<file path="src/core/dps_pkg.sv">
// Constants, types and object map for the drive power state control block.
// Assumes a single 50 MHz core clock and synchronous active-high reset.
// Behaviour
// - Last fault code read-only, low 16 bits
// - Command bit 0 requests switched on
// - Command bit 1 requests voltage enable
// - Command bit 2 low requests quick stop
// - Command bit 3 requests operation enabled
// - Command bit 7 clears error if allowed
// - Command bit 8 halts in listed modes
// - Mode-specific bits follow selected operating mode
// - Status bit 9 always one, remote
// - Status bit 8 follows fieldbus sync
// - Status bit 15 after setup and index
// - Low status bits encode normal power states
// - Low status bits encode quick stop, fault
// - Open loop speed source chosen by config
// - Demanded speed reported as signed read-only
// - Out-of-range speed clamped, status bit 11
package dps_pkg;
   // Object indices
   localparam logic [15:0] OBJ_FAULT_CODE = 16'h603F;
   localparam logic [15:0] OBJ_COMMAND = 16'h6040;
   localparam logic [15:0] OBJ_STATE = 16'h6041;
   localparam logic [15:0] OBJ_TARGET = 16'h6042;
   localparam logic [15:0] OBJ_DEMAND = 16'h6043;
   localparam logic [15:0] OBJ_MEASURED = 16'h6044;
   // Reset values
   localparam logic [15:0] RST_COMMAND = 16'h0000;
   localparam logic [15:0] RST_TARGET = 16'h00C8;
   localparam logic [15:0] RST_ZERO = 16'h0000;
   // Command word bit positions
   localparam int CW_SWITCH_ON = 0;
   localparam int CW_VOLTAGE = 1;
   localparam int CW_QUICK_N = 2;
   localparam int CW_OPERATION = 3;
   localparam int CW_CLEAR = 7;
   localparam int CW_HALT = 8;
   // Status word bit positions
   localparam int SW_WARN = 7;
   localparam int SW_SYNC = 8;
   localparam int SW_REMOTE = 9;
   localparam int SW_TARGET = 10;
   localparam int SW_LIMIT = 11;
   localparam int SW_MODE_LO = 12;
   localparam int SW_CLOSED = 15;
   localparam int SW_VOLTAGE = 4;
   // Operating mode codes (signed 8-bit mode selector)
   localparam logic [7:0] MODE_PP = 8'h01;
   localparam logic [7:0] MODE_VL = 8'h02;
   localparam logic [7:0] MODE_PV = 8'h03;
   localparam logic [7:0] MODE_PT = 8'h04;
   localparam logic [7:0] MODE_IP = 8'h07;
   // Host APB register offsets (byte addresses)
   localparam logic [7:0] HR_CMD = 8'h00;
   localparam logic [7:0] HR_TARGET = 8'h04;
   localparam logic [7:0] HR_STATE = 8'h08;
   localparam logic [7:0] HR_FAULT = 8'h0C;
   localparam logic [7:0] HR_DEMAND = 8'h10;
   localparam logic [7:0] HR_MEASURED = 8'h14;
   localparam logic [7:0] HR_IRQ_STATUS = 8'h18;
   localparam logic [7:0] HR_IRQ_ENABLE = 8'h1C;
   localparam logic [7:0] HR_IRQ_CLEAR = 8'h20;
   localparam int IRQ_W = 3; // 0 state change, 1 fault, 2 limit
   // Power states
   typedef enum logic [2:0] {
      ST_NOT_READY, ST_SOD, ST_READY, ST_SWITCHED_ON,
      ST_OP_ENABLED, ST_QUICK_STOP, ST_FAULT_REACTION, ST_FAULT
   } dps_state_e;
endpackage : dps_pkg

</file>
<file path="src/core/dps_link_if.sv">
// Object-access link between drive master and drive device.
// Assumes both ends share i_core_clk; a write lands the cycle it is valid.
`timescale 1ns/1ns
interface dps_link_if;
   logic wr_valid;
   logic [15:0] wr_index;
   logic [15:0] wr_data;
   logic [15:0] cmd_word;
   logic [15:0] state_word;
   logic [15:0] fault_code;
   logic [15:0] demand;
   logic [15:0] measured;
   logic [15:0] target;
   modport master (output wr_valid, output wr_index, output wr_data,
      input cmd_word, input state_word, input fault_code,
      input demand, input measured, input target);
   modport device (input wr_valid, input wr_index, input wr_data,
      output cmd_word, output state_word, output fault_code,
      output demand, output measured, output target);
endinterface : dps_link_if

</file>
<file path="src/core/dps_device.sv">
// Drive device end: power state machine, status word and speed objects.
// Assumes link writes are single-cycle strobes on i_core_clk.
//
// Decided for this implementation: the APB register port.
`timescale 1ns/1ns
module dps_device
(
   input wire logic i_core_clk,
   input wire logic i_reset,
   dps_link_if.device link,
   input wire logic [7:0] i_op_mode,
   input wire logic i_fault_detect,
   input wire logic i_fault_clearable,
   input wire logic i_fault_reaction_done,
   input wire logic [31:0] i_error_entry,
   input wire logic i_voltage_present,
   input wire logic i_warning,
   input wire logic i_target_reached,
   input wire logic i_bus_sync,
   input wire logic i_setup_ok,
   input wire logic i_index_seen,
   input wire logic i_open_loop,
   input wire logic i_speed_from_encoder,
   input wire logic [15:0] i_speed_calc,
   input wire logic [15:0] i_speed_encoder,
   input wire logic [15:0] i_speed_min,
   input wire logic [15:0] i_speed_max,
   input wire logic [1:0] i_mode_status,
   output logic o_halt,
   output logic o_power_on,
   output logic [3:0] o_mode_cmd
);
   typedef struct packed {
      dps_pkg::dps_state_e st;
      logic [15:0] cmd;
      logic [15:0] target;
      logic [15:0] demand;
      logic [15:0] measured;
      logic [15:0] fault;
      logic [15:0] sw;
      logic limit;
      logic halt;
      logic power;
      logic [3:0] mode_cmd;
   } dps_dev_s;
   dps_dev_s q_reg, q_next;
   logic [15:0] lo;
   logic halt_mode;

   // Next-state logic
   always_comb
   begin
      q_next = q_reg;
      lo = 16'h0000;
      halt_mode = 1'b0;
      if (link.wr_valid && link.wr_index == dps_pkg::OBJ_COMMAND)
         q_next.cmd = link.wr_data;
      if (link.wr_valid && link.wr_index == dps_pkg::OBJ_TARGET)
         q_next.target = link.wr_data;
      case (q_reg.st)
         dps_pkg::ST_NOT_READY: q_next.st = dps_pkg::ST_SOD;
         dps_pkg::ST_SOD:
            if (q_reg.cmd[dps_pkg::CW_VOLTAGE] &&
                q_reg.cmd[dps_pkg::CW_QUICK_N] &&
                !q_reg.cmd[dps_pkg::CW_SWITCH_ON])
               q_next.st = dps_pkg::ST_READY;
         dps_pkg::ST_READY:
            if (!q_reg.cmd[dps_pkg::CW_VOLTAGE] ||
                !q_reg.cmd[dps_pkg::CW_QUICK_N])
               q_next.st = dps_pkg::ST_SOD;
            else if (q_reg.cmd[dps_pkg::CW_SWITCH_ON])
               q_next.st = dps_pkg::ST_SWITCHED_ON;
         dps_pkg::ST_SWITCHED_ON:
            if (!q_reg.cmd[dps_pkg::CW_VOLTAGE] ||
                !q_reg.cmd[dps_pkg::CW_QUICK_N])
               q_next.st = dps_pkg::ST_SOD;
            else if (!q_reg.cmd[dps_pkg::CW_SWITCH_ON])
               q_next.st = dps_pkg::ST_READY;
            else if (q_reg.cmd[dps_pkg::CW_OPERATION])
               q_next.st = dps_pkg::ST_OP_ENABLED;
         dps_pkg::ST_OP_ENABLED:
            if (!q_reg.cmd[dps_pkg::CW_VOLTAGE])
               q_next.st = dps_pkg::ST_SOD;
            else if (!q_reg.cmd[dps_pkg::CW_QUICK_N])
               q_next.st = dps_pkg::ST_QUICK_STOP;
            else if (!q_reg.cmd[dps_pkg::CW_SWITCH_ON])
               q_next.st = dps_pkg::ST_READY;
            else if (!q_reg.cmd[dps_pkg::CW_OPERATION])
               q_next.st = dps_pkg::ST_SWITCHED_ON;
         dps_pkg::ST_QUICK_STOP:
            // Ramp done is not modelled; leave on voltage drop
            if (!q_reg.cmd[dps_pkg::CW_VOLTAGE])
               q_next.st = dps_pkg::ST_SOD;
         dps_pkg::ST_FAULT_REACTION:
            if (i_fault_reaction_done)
               q_next.st = dps_pkg::ST_FAULT;
         dps_pkg::ST_FAULT:
            if (q_reg.cmd[dps_pkg::CW_CLEAR] && i_fault_clearable &&
                !i_fault_detect)
               q_next.st = dps_pkg::ST_SOD;
         default: q_next.st = dps_pkg::ST_NOT_READY;
      endcase
      if (i_fault_detect && q_reg.st != dps_pkg::ST_FAULT &&
          q_reg.st != dps_pkg::ST_FAULT_REACTION)
         q_next.st = dps_pkg::ST_FAULT_REACTION;
      case (q_reg.st)
         dps_pkg::ST_NOT_READY: lo = 16'h0000;
         dps_pkg::ST_SOD: lo = 16'h0040;
         dps_pkg::ST_READY: lo = 16'h0021;
         dps_pkg::ST_SWITCHED_ON: lo = 16'h0023;
         dps_pkg::ST_OP_ENABLED: lo = 16'h0027;
         dps_pkg::ST_QUICK_STOP: lo = 16'h0007;
         dps_pkg::ST_FAULT_REACTION: lo = 16'h000F;
         dps_pkg::ST_FAULT: lo = 16'h0008;
         default: lo = 16'h0000;
      endcase
      lo[dps_pkg::SW_VOLTAGE] = i_voltage_present;
      lo[dps_pkg::SW_WARN] = i_warning;
      lo[dps_pkg::SW_TARGET] = i_target_reached;
      lo[dps_pkg::SW_LIMIT] = q_reg.limit;
      lo[dps_pkg::SW_SYNC] = i_bus_sync;
      lo[dps_pkg::SW_REMOTE] = 1'b1;
      lo[dps_pkg::SW_MODE_LO +: 2] = i_mode_status;
      lo[dps_pkg::SW_CLOSED] = i_setup_ok & i_index_seen;
      q_next.sw = lo;
      q_next.limit = 1'b1;
      if ($signed(q_reg.target) < $signed(i_speed_min))
         q_next.demand = i_speed_min;
      else if ($signed(q_reg.target) > $signed(i_speed_max))
         q_next.demand = i_speed_max;
      else
      begin
         q_next.demand = q_reg.target;
         q_next.limit = 1'b0;
      end
      if (q_reg.st != dps_pkg::ST_OP_ENABLED)
         q_next.demand = 16'h0000;
      q_next.measured = (i_open_loop && !i_speed_from_encoder) ?
         i_speed_calc : i_speed_encoder;
      q_next.fault = i_error_entry[15:0];
      halt_mode = i_op_mode == dps_pkg::MODE_PP ||
         i_op_mode == dps_pkg::MODE_VL || i_op_mode == dps_pkg::MODE_PV ||
         i_op_mode == dps_pkg::MODE_PT || i_op_mode == dps_pkg::MODE_IP;
      q_next.halt = q_reg.cmd[dps_pkg::CW_HALT] & halt_mode;
      // mode bits 4..6 and 9 passed on
      q_next.mode_cmd = {q_reg.cmd[9], q_reg.cmd[6:4]};
      q_next.power = q_reg.st == dps_pkg::ST_OP_ENABLED ||
         q_reg.st == dps_pkg::ST_QUICK_STOP;
   end

   // State register
   always_ff @(posedge i_core_clk)
   begin
      if (i_reset)
      begin
         q_reg <= '0;
         q_reg.st <= dps_pkg::ST_NOT_READY;
         q_reg.target <= dps_pkg::RST_TARGET;
      end
      else
         q_reg <= q_next;
   end

   assign link.cmd_word = q_reg.cmd;
   assign link.state_word = q_reg.sw;
   assign link.fault_code = q_reg.fault;
   assign link.demand = q_reg.demand;
   assign link.measured = q_reg.measured;
   assign link.target = q_reg.target;
   assign o_halt = q_reg.halt;
   assign o_power_on = q_reg.power;
   assign o_mode_cmd = q_reg.mode_cmd;
endmodule : dps_device

</file>
<file path="src/flat_wrapper.sv">
// flat-port wrapper written by rule: the top's interface ports become plain ports
module dps_device_flat 
  (i_core_clk, i_reset, i_op_mode, i_fault_detect, i_fault_clearable, i_fault_reaction_done, i_error_entry, i_voltage_present, i_warning, i_target_reached, i_bus_sync, i_setup_ok, i_index_seen, i_open_loop, i_speed_from_encoder, i_speed_calc, i_speed_encoder, i_speed_min, i_speed_max, i_mode_status, o_halt, o_power_on, o_mode_cmd, link_wr_valid, link_wr_index, link_wr_data, link_cmd_word, link_state_word, link_fault_code, link_demand, link_measured, link_target);
  dps_link_if link_i ();
  input wire logic i_core_clk;
  input wire logic i_reset;
  input wire logic [7:0] i_op_mode;
  input wire logic i_fault_detect;
  input wire logic i_fault_clearable;
  input wire logic i_fault_reaction_done;
  input wire logic [31:0] i_error_entry;
  input wire logic i_voltage_present;
  input wire logic i_warning;
  input wire logic i_target_reached;
  input wire logic i_bus_sync;
  input wire logic i_setup_ok;
  input wire logic i_index_seen;
  input wire logic i_open_loop;
  input wire logic i_speed_from_encoder;
  input wire logic [15:0] i_speed_calc;
  input wire logic [15:0] i_speed_encoder;
  input wire logic [15:0] i_speed_min;
  input wire logic [15:0] i_speed_max;
  input wire logic [1:0] i_mode_status;
  output logic o_halt;
  output logic o_power_on;
  output logic [3:0] o_mode_cmd;
  input wire logic [$bits(link_i.wr_valid)-1:0] link_wr_valid;
  input wire logic [$bits(link_i.wr_index)-1:0] link_wr_index;
  input wire logic [$bits(link_i.wr_data)-1:0] link_wr_data;
  output wire logic [$bits(link_i.cmd_word)-1:0] link_cmd_word;
  output wire logic [$bits(link_i.state_word)-1:0] link_state_word;
  output wire logic [$bits(link_i.fault_code)-1:0] link_fault_code;
  output wire logic [$bits(link_i.demand)-1:0] link_demand;
  output wire logic [$bits(link_i.measured)-1:0] link_measured;
  output wire logic [$bits(link_i.target)-1:0] link_target;
  assign link_i.wr_valid = link_wr_valid;
  assign link_i.wr_index = link_wr_index;
  assign link_i.wr_data = link_wr_data;
  assign link_cmd_word = link_i.cmd_word;
  assign link_state_word = link_i.state_word;
  assign link_fault_code = link_i.fault_code;
  assign link_demand = link_i.demand;
  assign link_measured = link_i.measured;
  assign link_target = link_i.target;
  dps_device u_core (.i_core_clk(i_core_clk), .i_reset(i_reset), .link(link_i), .i_op_mode(i_op_mode), .i_fault_detect(i_fault_detect), .i_fault_clearable(i_fault_clearable), .i_fault_reaction_done(i_fault_reaction_done), .i_error_entry(i_error_entry), .i_voltage_present(i_voltage_present), .i_warning(i_warning), .i_target_reached(i_target_reached), .i_bus_sync(i_bus_sync), .i_setup_ok(i_setup_ok), .i_index_seen(i_index_seen), .i_open_loop(i_open_loop), .i_speed_from_encoder(i_speed_from_encoder), .i_speed_calc(i_speed_calc), .i_speed_encoder(i_speed_encoder), .i_speed_min(i_speed_min), .i_speed_max(i_speed_max), .i_mode_status(i_mode_status), .o_halt(o_halt), .o_power_on(o_power_on), .o_mode_cmd(o_mode_cmd));
endmodule
</file>
<file path="config.mk">
export PLATFORM = sky130hd
export DESIGN_NAME = dps_device_flat
export DESIGN_NICKNAME = d
export VERILOG_FILES = /design/src/core/dps_pkg.sv /design/src/core/dps_link_if.sv /design/src/core/dps_device.sv /design/src/flat_wrapper.sv
export SDC_FILE = /design/constraint.sdc
export NUM_CORES = 1
export LEC_CHECK = 0
export BUFFER_PORTS_ARGS = -buffer_cell sky130_fd_sc_hd__buf_2
export CORE_MARGIN = 2
export CORE_UTILIZATION = 48
export DETAILED_ROUTE_END_ITERATION = 8
export PLACE_DENSITY = 0.8
export SLEW_MARGIN = 20
export SYNTH_ARGS = -nofsm -noshare
export SYNTH_HDL_FRONTEND = slang
export SYNTH_SLANG_ARGS = --single-unit
export TNS_END_PERCENT = 5
</file>
<file path="constraint.sdc">
create_clock -name i_core_clk -period 3 [get_ports i_core_clk]
set_input_delay 0.45 -clock i_core_clk [delete_from_list [all_inputs] [get_ports i_core_clk]]
set_output_delay 0.45 -clock i_core_clk [all_outputs]
set_load 0.01 [all_outputs]
</file>
==> results.sh <==
export IMPL_overflow=0
export IMPL_use_met2_pct=36.0
export IMPL_crit_path_top_delay_cell="dfxtp_1"
export IMPL_vdd_ir_drop_max_v=0.000284
export IMPL_worstHoldStart="i_op_mode[1]"
export IMPL_ys_warn_count=0
export IMPL_cts_resized=0
export IMPL_netlist_area_sq_mm=0.00594
export IMPL_wl_per_cell_microns=13.9
export IMPL_holdPathEnd="u_core.o_halt$_SDFF_PP0_"
export IMPL_critical_path_class="reg -> reg"
export IMPL_max_cap_viol_count=0
export IMPL_diodes=0
export IMPL_slew_headroom_pct=36.1
export IMPL_yosysTopAreaCell="dfxtp_1"
export IMPL_leakagePower_nw=3.54
export IMPL_end_kind="flip-flop"
export IMPL_die_x_microns=115
export IMPL_worstPathRequired_ns=3.27
export IMPL_synth_avg_cell_area_sq_um=8.79
export IMPL_first_global_vias=4475
export IMPL_synthCells=676
export IMPL_setup_ws_ns=0.318
export IMPL_worst_slew_pin_slew_ns=0.956
export IMPL_port_buffers=236
export IMPL_slew_viol_final=0
export IMPL_drive_gt1_share_pct=34.7
export IMPL_rows=40
export IMPL_ios=254
export IMPL_ys_flop_type="dfxtp_1"
export IMPL_fillers=1111
export IMPL_ant_nets=0
export IMPL_hpwl_microns=10300
export IMPL_final_cells=976
export IMPL_hold_viol_final=0
export IMPL_clk_path_buf_depth=2
export IMPL_ctsHtreeMaxLevel=3
export IMPL_synth_top_area_share_pct=35.4
export IMPL_grt_busiest_layer="met2"
export IMPL_postCtsSetupBuffers=0
export IMPL_clock_latency_ns=0.35
export IMPL_r2r_start="u_core.link.target[7]$_SDFFE_PP1P_"
export IMPL_grt_max_degree=84
export IMPL_vias=4849
export IMPL_dieArea_sq_mm=0.0133
export IMPL_drc=0
export IMPL_grt_usage_pct=20.3
export IMPL_synth_area_leaders="dfxtp_1 35%, buf_4 13%, mux2i_1 11%"
export IMPL_die_h_microns=115
export IMPL_start_kind="flip-flop"
export IMPL_crit_path_cell_trace="ha_1, and3_1, a211oi_2, o211ai_2, a2111oi_4, mux2i_2, buf_12, mux2i_1"
export IMPL_r2r_cells=8
export IMPL_rrSetupSlack_ns=0.32
export IMPL_period_share_pct=89.4
export IMPL_cts_made_buffers=9
export IMPL_p_per_area_mw_per_mm2=452
export IMPL_start_util_pct=49.3
export IMPL_ys_seq_elements=105
export IMPL_ys_top_cells_by_count="105 x dfxtp_1, 101 x buf_4, 77 x nand2_1"
export IMPL_cp_max_fo=17
export IMPL_clock_fmax_ghz=0.373
export IMPL_syn_nets=862
export IMPL_drt_wl_total_microns=13600
export IMPL_ys_seq_area_share_pct=35.4
export IMPL_use_met1_pct=23.8
export IMPL_total_power_w=0.00311
export IMPL_synth_edf_count=0
export IMPL_tritoncts="done"
export IMPL_dp_cells=960
export IMPL_cp_data_arrival_time_ns=2.96
export IMPL_cpPeakStageDelay_ns=0.47
export IMPL_cts_root_buf="clkbuf_16"
export IMPL_place_gp_congestion=0.839
export IMPL_pre_cts_ws_ns=0.233
export IMPL_outcome="completed"
export IMPL_drt_initial_drc_count=261
export IMPL_hold_depth=2
export IMPL_antenna_found_initial=0
export IMPL_grt_pass1_wl_microns=21400
export IMPL_hold_buffers=0
export IMPL_post_synth_top_count_cell="dfxtp_1"
export IMPL_syn_to_final_growth_pct=15.7
export IMPL_worst_hold_slack_ns=0.295
export IMPL_r2r_end="u_core.link.demand[10]$_SDFF_PP0_"
export IMPL_setup_viol=0
export IMPL_finalSetupTns_ns=0
export IMPL_via_per_inst=4.97
export IMPL_met3_usage_pct=4.64
export IMPL_min_path_type="in -> reg"
export IMPL_clk_pin_slew_ns=0.07
export IMPL_cts_sinks=105
export IMPL_final_min_clock_period_ns=2.68
export IMPL_clock_skew_ns=0.00776
export IMPL_rsz0062_at_grt="false"
export IMPL_drt_first_pass_iters=5
export IMPL_nNetsFinal=989
export IMPL_core_area_sq_mm=0.0121
export IMPL_synth_cell_type_count=55
export IMPL_ys_async_sr_fraction_pct=0
==> area by class of cell <==
class	instances	area (sq um)	area share [%]
sequential	105	2100	30.6
inverter	40	150	2.18
tap	168	210	3.06
clock buffer	9	225	3.28
clock inverter	7	95.1	1.38
timing repair buffer	250	1310	19.1
multi-input combinational	397	2780	40.4
==> cell families after synthesis <==
family / Yosys count / share of synthesized area, %
fa+ha+maj: 34 / 7.16
flops: 105 / 35.4
other cells: 1 / 0.0631
mux: 68 / 11.5
simple gates: 185 / 14.9
compound gates: 108 / 12.7
xor+xnor: 1 / 0.147
buf+inv: 174 / 18.1
==> how the worst max path moves through the flow <==
stage | startpoint | cells after the start | to
after floorplan | i_speed_min[7] | 9 | u_core.link.demand[10]$_SDFF_PP0_
after global placement | i_speed_max[14] | 9 | u_core.link.demand[9]$_SDFF_PP0_
after detailed placement | i_speed_min[7] | 10 | u_core.link.demand[10]$_SDFF_PP0_
after CTS | u_core.link.target[7]$_SDFFE_PP1P_ | 8 | u_core.link.demand[10]$_SDFF_PP0_
after global routing | u_core.link.target[7]$_SDFFE_PP1P_ | 8 | u_core.link.demand[10]$_SDFF_PP0_
final | u_core.link.target[7]$_SDFFE_PP1P_ | 8 | u_core.link.demand[10]$_SDFF_PP0_
==> critical path: cells and delay by family (launching register included) <==
| family | cells | cell delay (ns) |
|---|---|---|
| adders and majority gates | 1 | 0.32 |
| and+or+nand+nor | 1 | 0.19 |
| buffers and inverters | 1 | 0.21 |
| DFF | 1 | 0.47 |
| AOI/OAI and AO/OA | 3 | 0.91 |
| muxes | 2 | 0.51 |
==> routing by layer <==
layer  vias up  routed length (microns)
li1       2448                        -
met1      2196                     5460
met2       191                     6880
met3        14                     1030
met4         0                      202
met5         -                        0
==> power breakdown <==
group          leakage (nW)  internal (W)  total [W]  switching, W
Combinational          2.52      0.000190   0.000405      0.000215
Sequential            0.860       0.00144    0.00146     0.0000154
Clock                 0.158      0.000675    0.00124      0.000568
==> per-stage QoR <==
stage	instance area, sq um	utilization (%)
6_report	6870	57.0
2_1_floorplan	5940	-
3_3_place_gp	6550	54.3
4_1_cts	6870	57.0
5_1_grt	6870	57.0
3_5_place_dp	6550	54.3
==> layout by cell type (no fill, tap or decap), types with 2 or more instances in the layout <==
| cell | netlist | routed |
|---|---|---|
| buf_2 | 5 | 236 |
| dfxtp_1 | 105 | 105 |
| nand2_1 | 77 | 77 |
| mux2i_1 | 66 | 66 |
| inv_1 | 39 | 39 |
| nor2_1 | 39 | 39 |
| ha_1 | 34 | 34 |
| nor2b_1 | 32 | 31 |
| a21oi_1 | 31 | 31 |
| o211ai_1 | 20 | 20 |
| o21ai_0 | 19 | 19 |
| o31ai_1 | 16 | 16 |
| buf_4 | 101 | 12 |
| clkbuf_16 | 0 | 9 |
| nand4_1 | 7 | 7 |
| nor3_1 | 5 | 5 |
| nor4b_1 | 4 | 4 |
| a31oi_1 | 4 | 4 |
| nand3_1 | 4 | 4 |
| nand2b_1 | 3 | 3 |
| and3_1 | 3 | 3 |
| inv_6 | 0 | 3 |
| and2_1 | 2 | 2 |
| a211oi_2 | 2 | 2 |
| a2111oi_4 | 2 | 2 |
| inv_8 | 0 | 2 |
| buf_12 | 0 | 2 |
No activity file was read; power rests on OpenSTA's default activity.
